[config.mk]
export PLATFORM = sky130hd
export DESIGN_NAME = pwm_status_regs
export DESIGN_NICKNAME = d
export VERILOG_FILES = /design/src/pwm_status_pkg.sv /design/src/pin_reset_force.sv /design/src/pwm_status_regs.sv
export SDC_FILE = /design/constraint.sdc
export NUM_CORES = 1
export LEC_CHECK = 0
export ABC_AREA = 0
export BUFFER_PORTS_ARGS = -buffer_cell sky130_fd_sc_hd__clkbuf_2
export CORE_UTILIZATION = 46
export CTS_CLUSTER_DIAMETER = 50
export CTS_CLUSTER_SIZE = 14
export DETAILED_ROUTE_END_ITERATION = 12
export GPL_ROUTABILITY_DRIVEN = 1
export GPL_TIMING_DRIVEN = 0
export PLACE_DENSITY_LB_ADDON = 0.05
export SYNTH_ARGS = -nofsm -noshare
export SYNTH_HDL_FRONTEND = slang
export SYNTH_SLANG_ARGS = --single-unit
[constraint.sdc]
create_clock -name core_clk -period 4.6 [get_ports core_clk]
set_input_delay 1.38 -clock core_clk [delete_from_list [all_inputs] [get_ports core_clk]]
set_output_delay 1.38 -clock core_clk [all_outputs]
set_load 0.02 [all_outputs]
[src/pwm_status_pkg.sv]
// Constants for the waveform controller status, interrupt and reset-force block
package pwm_status_pkg;
    // Register byte offsets
    localparam logic [4:0] OFS_MATRIX    = 5'h00;
    localparam logic [4:0] OFS_IRQ_EN    = 5'h04;
    localparam logic [4:0] OFS_IRQ_FLAG  = 5'h08;
    localparam logic [4:0] OFS_FULL_CFG  = 5'h0c;
    localparam logic [4:0] OFS_RED_CFG   = 5'h10;
    localparam logic [4:0] OFS_CTRL      = 5'h14;
    localparam logic [4:0] OFS_ENH_FLAG  = 5'h18;
    // Flag, enable and control bit positions
    localparam int BIT_OUT_B_ACT = 7;
    localparam int BIT_OUT_A_ACT = 6;
    localparam int BIT_SYNC_ERR  = 5;
    localparam int BIT_EVENT_B   = 4;
    localparam int BIT_EVENT_A   = 3;
    localparam int BIT_RAMP_LO   = 1;
    localparam int BIT_ENH_END   = 1;
    localparam int BIT_CYCLE_END = 0;
    localparam int BIT_RUN       = 0;
    localparam int BIT_AUTORUN   = 2;
    // Fuse byte bit positions
    localparam int FUSE_FULL     = 7;
    localparam int FUSE_AUX      = 6;
    localparam int FUSE_REDUCED  = 5;
    localparam int FUSE_LEVEL    = 4;
    localparam int FUSE_INPUT    = 3;
    localparam logic FUSE_PROGRAMMED = 1'b0;
    // Masks and reset values
    localparam logic [7:0] IRQ_EN_MASK   = 8'h3b;
    localparam logic [7:0] FLAG_W1C_MASK = 8'hf9;
    localparam logic [7:0] IRQ_SRC_MASK  = 8'h39;
    localparam logic [7:0] REG_RESET     = 8'h00;
    // Enhanced cycle length in waveform cycles
    localparam int         ENH_CYCLES    = 15;
    localparam logic [3:0] ENH_LAST      = 4'(ENH_CYCLES - 1);
endpackage : pwm_status_pkg

[src/pin_reset_force.sv]
// Reset-time forcing of controller output pins and input pull-ups
`timescale 1ns/1ps
module pin_reset_force import pwm_status_pkg::*; (
    // Reset and fuses
    input  wire logic       nrst,
    input  wire logic [7:0] fuse_byte,
    // Hold state from the register block
    input  wire logic       full_hold,
    input  wire logic       aux_hold,
    input  wire logic       reduced_hold,
    // Normal port levels: full a, b, aux a, aux b, reduced a, reduced b
    input  wire logic [5:0] port_out,
    output wire logic [5:0] pad_out,
    // Pull-up requests: full in a, full in b, reduced in, reduced in a, reduced in b
    input  wire logic [4:0] port_pullup,
    output wire logic [4:0] pad_pullup
);
    wire       level      = fuse_byte[FUSE_LEVEL];
    wire       full_frc   = full_hold & (fuse_byte[FUSE_FULL] == FUSE_PROGRAMMED);
    wire       aux_frc    = aux_hold & (fuse_byte[FUSE_AUX] == FUSE_PROGRAMMED);
    wire       red_frc    = reduced_hold & (fuse_byte[FUSE_REDUCED] == FUSE_PROGRAMMED);
    wire       in_frc     = ~nrst & (fuse_byte[FUSE_INPUT] == FUSE_PROGRAMMED);
    wire [5:0] force_sel  = {red_frc, red_frc, aux_frc, aux_frc, full_frc, full_frc};
    wire [4:0] pull_sel   = {1'b0, {4{in_frc}}};

    genvar i;
    generate
        for (i = 0; i < 6; i++) begin : g_out
            assign pad_out[i] = force_sel[i] ? level : port_out[i];
        end
        for (i = 0; i < 5; i++) begin : g_pull
            assign pad_pullup[i] = pull_sel[i] | port_pullup[i];
        end
    endgenerate
endmodule : pin_reset_force

[src/pwm_status_regs.sv]
// Register, flag, interrupt and reset-force logic of the waveform controller
`timescale 1ns/1ps
module pwm_status_regs import pwm_status_pkg::*; (
    // Clock and reset
    input  wire logic        core_clk,
    input  wire logic        nrst,
    // Avalon-MM slave
    input  wire logic [4:0]  address,
    input  wire logic        read,
    input  wire logic        write,
    input  wire logic [3:0]  byteenable,
    input  wire logic [31:0] writedata,
    output logic      [31:0] readdata,
    output logic             waitrequest,
    // Waveform engine status
    input  wire logic        out_a_wave,
    input  wire logic        out_b_wave,
    input  wire logic [1:0]  ramp_num,
    input  wire logic        cycle_end,
    input  wire logic        own_update,
    input  wire logic        master_update,
    input  wire logic        master_run,
    input  wire logic        event_a,
    input  wire logic        event_b,
    // Engine controls
    output logic             out_a_level,
    output logic             out_b_level,
    output logic             run_active,
    output logic             irq,
    // Fuses and pins
    input  wire logic [7:0]  fuse_byte,
    input  wire logic [5:0]  port_out,
    output wire logic [5:0]  pad_out,
    input  wire logic [4:0]  port_pullup,
    output wire logic [4:0]  pad_pullup
);
    // Registers
    logic [7:0] output_matrix_levels;
    logic [7:0] irq_enable_mask;
    logic [7:0] irq_flag_status;
    logic [7:0] full_out_config;
    logic [7:0] reduced_out_config;
    logic [7:0] ctrl;
    logic       enh_flag;
    logic [3:0] enh_cnt;
    logic       prev_a;
    logic       prev_b;
    logic       full_hold;
    logic       aux_hold;
    logic       reduced_hold;

    // Bus decode
    wire        req       = read | write;
    wire        acc       = req & ~waitrequest;
    wire        wr_lo     = write & ~waitrequest & byteenable[0];
    wire        wr_matrix = wr_lo & (address == OFS_MATRIX);
    wire        wr_irq_en = wr_lo & (address == OFS_IRQ_EN);
    wire        wr_flag   = wr_lo & (address == OFS_IRQ_FLAG);
    wire        wr_full   = wr_lo & (address == OFS_FULL_CFG);
    wire        wr_red    = wr_lo & (address == OFS_RED_CFG);
    wire        wr_ctrl   = wr_lo & (address == OFS_CTRL);
    wire        wr_enh    = wr_lo & (address == OFS_ENH_FLAG);

    // Read mux, unmapped reads zero
    wire [7:0]  rd_byte   = (address == OFS_MATRIX)   ? output_matrix_levels :
                            (address == OFS_IRQ_EN)   ? irq_enable_mask :
                            (address == OFS_IRQ_FLAG) ? irq_flag_status :
                            (address == OFS_FULL_CFG) ? full_out_config :
                            (address == OFS_RED_CFG)  ? reduced_out_config :
                            (address == OFS_CTRL)     ? ctrl :
                            (address == OFS_ENH_FLAG) ? {7'h00, enh_flag} : 8'h00;

    // Hardware set sources
    wire        autorun   = ctrl[BIT_AUTORUN];
    wire        any_event = event_a | event_b;
    wire        enh_event = cycle_end & (enh_cnt == ENH_LAST);
    wire [7:0]  flag_set;
    assign flag_set[BIT_OUT_B_ACT] = out_b_wave ^ prev_b;
    assign flag_set[BIT_OUT_A_ACT] = out_a_wave ^ prev_a;
    assign flag_set[BIT_SYNC_ERR]  = autorun & (own_update ^ master_update);
    assign flag_set[BIT_EVENT_B]   = event_b;
    assign flag_set[BIT_EVENT_A]   = event_a;
    assign flag_set[2:1]           = 2'b00;
    assign flag_set[BIT_CYCLE_END] = cycle_end;
    wire [7:0]  flag_clr  = wr_flag ? (writedata[7:0] & FLAG_W1C_MASK) : 8'h00;
    wire [7:0]  next_flags;

    // Sticky flags, set wins over clear; ramp field bits 2:1 load ramp_num on any event
    genvar i;
    generate
        for (i = 0; i < 8; i++) begin : g_flag
            if (FLAG_W1C_MASK[i]) begin : g_w1c
                assign next_flags[i] = (irq_flag_status[i] & ~flag_clr[i]) | flag_set[i];
            end else if (i == BIT_RAMP_LO) begin : g_ramp_lo
                assign next_flags[i] = any_event ? ramp_num[0] : irq_flag_status[i];
            end else begin : g_ramp_hi
                assign next_flags[i] = any_event ? ramp_num[1] : irq_flag_status[i];
            end
        end
    endgenerate

    wire        next_enh  = (enh_flag & ~(wr_enh & writedata[0])) | enh_event;
    wire        enh_irq   = enh_flag & irq_enable_mask[BIT_ENH_END];
    wire        next_irq  = (|(irq_flag_status & irq_enable_mask & IRQ_SRC_MASK)) | enh_irq;
    wire        next_run  = ctrl[BIT_RUN] | (autorun & master_run);
    wire        next_a    = output_matrix_levels[{1'b0, ramp_num}];
    wire        next_b    = output_matrix_levels[{1'b1, ramp_num}];

    // Bus handshake: one wait cycle, then one accept cycle
    always_ff @(posedge core_clk or negedge nrst) begin
        if (!nrst) begin
            waitrequest <= 1'b1;
            readdata    <= 32'h0000_0000;
        end else begin
            waitrequest <= ~(req & waitrequest);
            if (read & waitrequest) begin
                readdata <= {24'h00_0000, rd_byte};
            end
        end
    end

    // Software registers
    always_ff @(posedge core_clk or negedge nrst) begin
        if (!nrst) begin
            output_matrix_levels <= REG_RESET;
            irq_enable_mask      <= REG_RESET;
            full_out_config      <= REG_RESET;
            reduced_out_config   <= REG_RESET;
            ctrl                 <= REG_RESET;
        end else begin
            if (wr_matrix) begin
                output_matrix_levels <= writedata[7:0];
            end
            if (wr_irq_en) begin
                irq_enable_mask <= writedata[7:0] & IRQ_EN_MASK;
            end
            if (wr_full) begin
                full_out_config <= writedata[7:0];
            end
            if (wr_red) begin
                reduced_out_config <= writedata[7:0];
            end
            if (wr_ctrl) begin
                ctrl <= writedata[7:0];
            end
        end
    end

    // Flags, enhanced cycle count, edge history
    always_ff @(posedge core_clk or negedge nrst) begin
        if (!nrst) begin
            irq_flag_status <= REG_RESET;
            enh_flag        <= 1'b0;
            enh_cnt         <= 4'h0;
            prev_a          <= 1'b0;
            prev_b          <= 1'b0;
        end else begin
            irq_flag_status <= next_flags;
            enh_flag        <= next_enh;
            prev_a          <= out_a_wave;
            prev_b          <= out_b_wave;
            if (enh_event) begin
                enh_cnt <= 4'h0;
            end else if (cycle_end) begin
                enh_cnt <= enh_cnt + 4'h1;
            end
        end
    end

    // Outputs and reset holds
    always_ff @(posedge core_clk or negedge nrst) begin
        if (!nrst) begin
            irq          <= 1'b0;
            run_active   <= 1'b0;
            out_a_level  <= 1'b0;
            out_b_level  <= 1'b0;
            full_hold    <= 1'b1;
            aux_hold     <= 1'b1;
            reduced_hold <= 1'b1;
        end else begin
            irq         <= next_irq;
            run_active  <= next_run;
            out_a_level <= next_a;
            out_b_level <= next_b;
            if (wr_full) begin
                full_hold <= 1'b0;
                aux_hold  <= 1'b0;
            end
            if (wr_red) begin
                reduced_hold <= 1'b0;
            end
        end
    end

    // Pin forcing
    pin_reset_force u_force (
        .nrst         (nrst),
        .fuse_byte    (fuse_byte),
        .full_hold    (full_hold),
        .aux_hold     (aux_hold),
        .reduced_hold (reduced_hold),
        .port_out     (port_out),
        .pad_out      (pad_out),
        .port_pullup  (port_pullup),
        .pad_pullup   (pad_pullup)
    );

    // Checks
    matrix_level_a: assert property (@(posedge core_clk) disable iff (!nrst)
        ##1 out_a_level == $past(output_matrix_levels[{1'b0, ramp_num}]))
        else $error("output A level does not follow matrix bit of ramp");

    sync_irq_a: assert property (@(posedge core_clk) disable iff (!nrst)
        irq_flag_status[BIT_SYNC_ERR] && irq_enable_mask[BIT_SYNC_ERR] |=> irq)
        else $error("sync error did not raise interrupt");

    event_b_irq_a: assert property (@(posedge core_clk) disable iff (!nrst)
        event_b && irq_enable_mask[BIT_EVENT_B] && !wr_irq_en |-> ##2 irq)
        else $error("event B did not raise interrupt");

    event_a_irq_a: assert property (@(posedge core_clk) disable iff (!nrst)
        event_a && irq_enable_mask[BIT_EVENT_A] && !wr_irq_en |-> ##2 irq)
        else $error("event A did not raise interrupt");

    enh_end_a: assert property (@(posedge core_clk) disable iff (!nrst)
        cycle_end && enh_cnt == ENH_LAST |=> enh_flag && enh_cnt == 4'h0)
        else $error("enhanced cycle end not flagged after fifteen cycles");

    cycle_irq_a: assert property (@(posedge core_clk) disable iff (!nrst)
        irq_flag_status[BIT_CYCLE_END] && irq_enable_mask[BIT_CYCLE_END] |=> irq)
        else $error("cycle end did not raise interrupt");

    act_b_flag_a: assert property (@(posedge core_clk) disable iff (!nrst)
        $changed(out_b_wave) |=> irq_flag_status[BIT_OUT_B_ACT])
        else $error("output B edge not flagged");

    act_a_flag_a: assert property (@(posedge core_clk) disable iff (!nrst)
        $changed(out_a_wave) |=> irq_flag_status[BIT_OUT_A_ACT])
        else $error("output A edge not flagged");

    sync_err_a: assert property (@(posedge core_clk) disable iff (!nrst)
        autorun && own_update != master_update |=> irq_flag_status[BIT_SYNC_ERR])
        else $error("sync mismatch not flagged");

    event_flags_a: assert property (@(posedge core_clk) disable iff (!nrst)
        event_b |=> irq_flag_status[BIT_EVENT_B])
        else $error("event B not flagged");

    event_a_flag_a: assert property (@(posedge core_clk) disable iff (!nrst)
        event_a |=> irq_flag_status[BIT_EVENT_A])
        else $error("event A not flagged");

    ramp_field_a: assert property (@(posedge core_clk) disable iff (!nrst)
        any_event |=> irq_flag_status[2:1] == $past(ramp_num))
        else $error("ramp field not captured on event");

    flag_clear_a: assert property (@(posedge core_clk) disable iff (!nrst)
        wr_flag && writedata[BIT_CYCLE_END] && !cycle_end |=> !irq_flag_status[BIT_CYCLE_END])
        else $error("cycle end flag not cleared by writing one");

    irq_release_a: assert property (@(posedge core_clk) disable iff (!nrst)
        (irq_flag_status & irq_enable_mask & IRQ_SRC_MASK) == 8'h00 && !enh_irq |=> !irq)
        else $error("interrupt held with no enabled flag");

    run_start_a: assert property (@(posedge core_clk) disable iff (!nrst)
        autorun && master_run |=> run_active)
        else $error("autorun slave did not start with master");

    hold_release_a: assert property (@(posedge core_clk) disable iff (!nrst)
        wr_full |=> !full_hold && !aux_hold)
        else $error("full outputs still held after config write");

    act_b_clear_a: assert property (@(posedge core_clk) disable iff (!nrst)
        wr_flag && writedata[BIT_OUT_B_ACT] && !flag_set[BIT_OUT_B_ACT]
            |=> !irq_flag_status[BIT_OUT_B_ACT])
        else $error("output B activity flag not cleared by writing one");

    act_a_clear_a: assert property (@(posedge core_clk) disable iff (!nrst)
        wr_flag && writedata[BIT_OUT_A_ACT] && !flag_set[BIT_OUT_A_ACT]
            |=> !irq_flag_status[BIT_OUT_A_ACT])
        else $error("output A activity flag not cleared by writing one");

    sync_clear_a: assert property (@(posedge core_clk) disable iff (!nrst)
        wr_flag && writedata[BIT_SYNC_ERR] && !flag_set[BIT_SYNC_ERR]
            |=> !irq_flag_status[BIT_SYNC_ERR])
        else $error("sync error flag not cleared by writing one");

    event_b_clear_a: assert property (@(posedge core_clk) disable iff (!nrst)
        wr_flag && writedata[BIT_EVENT_B] && !event_b
            |=> !irq_flag_status[BIT_EVENT_B])
        else $error("event B flag not cleared by writing one");

    event_a_clear_a: assert property (@(posedge core_clk) disable iff (!nrst)
        wr_flag && writedata[BIT_EVENT_A] && !event_a
            |=> !irq_flag_status[BIT_EVENT_A])
        else $error("event A flag not cleared by writing one");

    cycle_end_flag_a: assert property (@(posedge core_clk) disable iff (!nrst)
        cycle_end |=> irq_flag_status[BIT_CYCLE_END])
        else $error("cycle end not flagged");

    ramp_hold_a: assert property (@(posedge core_clk) disable iff (!nrst)
        !any_event |=> $stable(irq_flag_status[2:1]))
        else $error("ramp field changed without an event");

    matrix_b_level_a: assert property (@(posedge core_clk) disable iff (!nrst)
        ##1 out_b_level == $past(output_matrix_levels[{1'b1, ramp_num}]))
        else $error("output B level does not follow matrix bit of ramp");

    run_own_a: assert property (@(posedge core_clk) disable iff (!nrst)
        ctrl[BIT_RUN] |=> run_active)
        else $error("run bit did not start the controller");

    run_idle_a: assert property (@(posedge core_clk) disable iff (!nrst)
        !ctrl[BIT_RUN] && !(autorun && master_run) |=> !run_active)
        else $error("controller running with no start source");

    red_release_a: assert property (@(posedge core_clk) disable iff (!nrst)
        wr_red |=> !reduced_hold)
        else $error("reduced outputs still held after config write");

    full_hold_a: assert property (@(posedge core_clk) disable iff (!nrst)
        full_hold && !wr_full |=> full_hold)
        else $error("full output hold dropped without config write");

    aux_hold_a: assert property (@(posedge core_clk) disable iff (!nrst)
        aux_hold && !wr_full |=> aux_hold)
        else $error("auxiliary output hold dropped without config write");

    red_hold_a: assert property (@(posedge core_clk) disable iff (!nrst)
        reduced_hold && !wr_red |=> reduced_hold)
        else $error("reduced output hold dropped without config write");

    enh_irq_a: assert property (@(posedge core_clk) disable iff (!nrst)
        enh_flag && irq_enable_mask[BIT_ENH_END] |=> irq)
        else $error("enhanced cycle end did not raise interrupt");

    enh_clear_a: assert property (@(posedge core_clk) disable iff (!nrst)
        wr_enh && writedata[0] && !enh_event |=> !enh_flag)
        else $error("enhanced end flag not cleared by writing one");

    enh_count_a: assert property (@(posedge core_clk) disable iff (!nrst)
        cycle_end && !enh_event |=> enh_cnt == $past(enh_cnt) + 4'h1)
        else $error("enhanced cycle count did not advance on cycle end");

    enh_still_a: assert property (@(posedge core_clk) disable iff (!nrst)
        !cycle_end |=> $stable(enh_cnt))
        else $error("enhanced cycle count moved without cycle end");

    en_reserved_a: assert property (@(posedge core_clk) disable iff (!nrst)
        (irq_enable_mask & ~IRQ_EN_MASK) == 8'h00)
        else $error("reserved interrupt enable bit set");
endmodule : pwm_status_regs

==> metrics.cfg <==
[clock_tree]
cts.sink_count=67
root_buffer=clkbuf_8
cts_hold_buf=0
cts_tree=built
h-tree-depth=3
insertion_delay_ps=340
post_cts_buffers=0
cts_made_buffers=9
postCtsResizedCells=0
clk_pin_slew_ps=60
ctsLongestPathBuffers=2

[power_and_ir_drop]
combPwrFrac_pct=18.9
p_clk_share_pct=32.5
p_seq_share_pct=48.5
powerDensity_mw_per_mm2=352
total_power_uw=1470
worst_ir_drop_vdd_v=0.000192
p_leak_uw=0.00213
p_sw_uw=421
p_sw_share_pct=28.6
p_int_uw=1050

[synth]
synth_area_leaders=dfrtp_1, mux2_2, buf_4
syn_inst=296
yosysWarnings=0
yosysSeqAreaShare_pct=49.3
ys_ff_latch=67
ys.flop_type=dfrtp_1
synth.distinct_cells=44
yosysTopAreaCell=dfrtp_1
synthArstFlopShare_pct=100
syn_area_sq_mm=0.00341
synth_area_per_cell_sq_um=11.5
synth_most_common_cell=dfrtp_1
synth_top_area_share_pct=47.0
synth_edf_count=0
synthTopCellsByCount=dfrtp_1, mux2_2, buf_4

[grt]
grt_pass1_vias=2360
gr-total-overflow=0
antenna_found_initial=0
grt_pass1_wl_microns=12300
grt_max_degree=53
groute.usage.overall_pct=22.1

[sta]
rsz0062_at_grt=no
fin_crit_sh_pct=78.0
max_freq_mhz=279
fin_ws_ps=1010
setup_viol=0
final.setup_skew_ps=9.29
tightest_slew_ps=566
hold_viol=0
slew_viol_final=0
holdWs_ps=484
period_needed_ps=3590
maxSlewHeadroom_pct=62.2

[placed_design]
dpl.hpwl_microns=5800
place_ws_ps=983
gp_congestion=0.755
port_buffers=66
dp_cells=485

[floorplanning]
ios=122
die_y_microns=88.1
fp-row-count=31
dieArea_sq_mm=0.00776
core_area_sq_mm=0.00721
floorplan.die.width_microns=88.1
start_util_pct=47.3

[critical_path]
cp.required_ps=3220
criticalPathCategory=input pin to output port
cp-start-kind=input pin
crit_arrival_ps=2210
worst-path-max-fanout=17
endpoint_kind=output port

[detailed_routing]
wirelength_microns=7870
drc=0
vias_per_cell=5.06
dr.pass1.iters=4
vias=2536
wl_per_cell_microns=15.7
initialDrtViolationCount=180
postRouteAntennaNets=0

[finish]
fillers=674
nets=473
syn2layout_area_growth_pct=22.2
n_antenna_cell=0
final_cells=501
drive_gt1_share_pct=41.3

[status]
outcome=finished clean

[worst_hold_path]
hold_path.class=register to register

[job]
cap_violations=0

registers in the layout (all words and copies together) (netlist names), 4 cells and up:
| register | count |
|---|---|
| ctrl | 8 |
| full_out_config | 8 |
| irq_flag_status | 8 |
| output_matrix_levels | 8 |
| readdata | 8 |
| reduced_out_config | 8 |
| irq_enable_mask | 5 |
| enh_cnt | 4 |
layout by cell type (no fill, tap or decap), types with 4 or more instances in the layout:
cell,n
a21o_1,6
a21oi_1,9
buf_2,4
buf_4,26
clkbuf_1,7
clkbuf_2,65
clkbuf_8,10
conb_1,24
dfrtp_1,64
inv_1,5
mux2_2,40
mux2i_1,15
nand2_1,25
nand3b_1,4
nor2_1,11
nor3b_1,4
o21ai_0,23
o22ai_1,4
o31ai_1,5
or2_2,4
routing by layer:
layer	GRT usage, %	wire length [microns]	vias to the layer above
met5	0	0	-
met4	8.36	112	0
met3	4.62	549	10
met2	36.5	3740	106
met1	28.7	3470	1209
li1	-	-	1211
kinds of logic (layout without fill, tap and decap cells):
| kind of cell | count (synthesis) | count (layout) | synth area share (%) |
|---|---|---|---|
| and+or+nand+nor | 70 | 70 | 12.4 |
| DFF | 67 | 67 | 49.3 |
| AOI/OAI and AO/OA | 57 | 57 | 10.3 |
| muxes | 57 | 57 | 18.9 |
| buffers and inverters | 39 | 122 | 7.52 |
| xor gates and xnor gates | 3 | 3 | 0.771 |
| adders and majority gates | 2 | 2 | 0.734 |
| other | 1 | 24 | 0.110 |
critical path: stages:
cell	delay [ps]
clkbuf_4	280
nor2_1	110
or2_2	280
clkbuf_2	150
cell type report:
| class | count | area, sq um | area share (%) |
|---|---|---|---|
| tap | 99 | 124 | 2.97 |
| inverter | 5 | 18.8 | 0.450 |
| multi-input combinational | 213 | 1560 | 37.4 |
| sequential | 67 | 1680 | 40.3 |
| clock buffer | 14 | 153 | 3.66 |
| timing repair buffer | 67 | 360 | 8.65 |
| buffer | 34 | 238 | 5.70 |
| clock inverter | 2 | 35.0 | 0.841 |
power groups by stage:
stage / clock network (uW) / registers, uW / logic (uW)
floorplan: 0 / 722 / 174
global route: 517 / 720 / 309
detailed placement: 0 / 722 / 279
global placement: 0 / 720 / 271
CTS: 491 / 712 / 280
finish: 478 / 713 / 278
worst paths after layout:
kind,depth (start not counted),to,start,slack [ps]
max,4,pad_pullup[0],nrst,1010
min,2,reduced_hold,reduced_hold,480
max reg2reg,5,ctrl[5],waitrequest,2590
min reg2reg,2,reduced_hold,reduced_hold,480
max in group asynchronous,2,ctrl[2],nrst,3130
min in group asynchronous,1,readdata[0],nrst,940
stage by stage:
step                area, sq um  utilization (%)  setup TNS, ps
floorplan                  3500                -              0
global placement           3950             54.8           -609
detailed placement         3980             55.2              0
CTS                        4170             57.8              0
global route               4170             57.8              0
finish                     4170             57.8              0
Note: power is estimated with default switching activity, not from simulation.
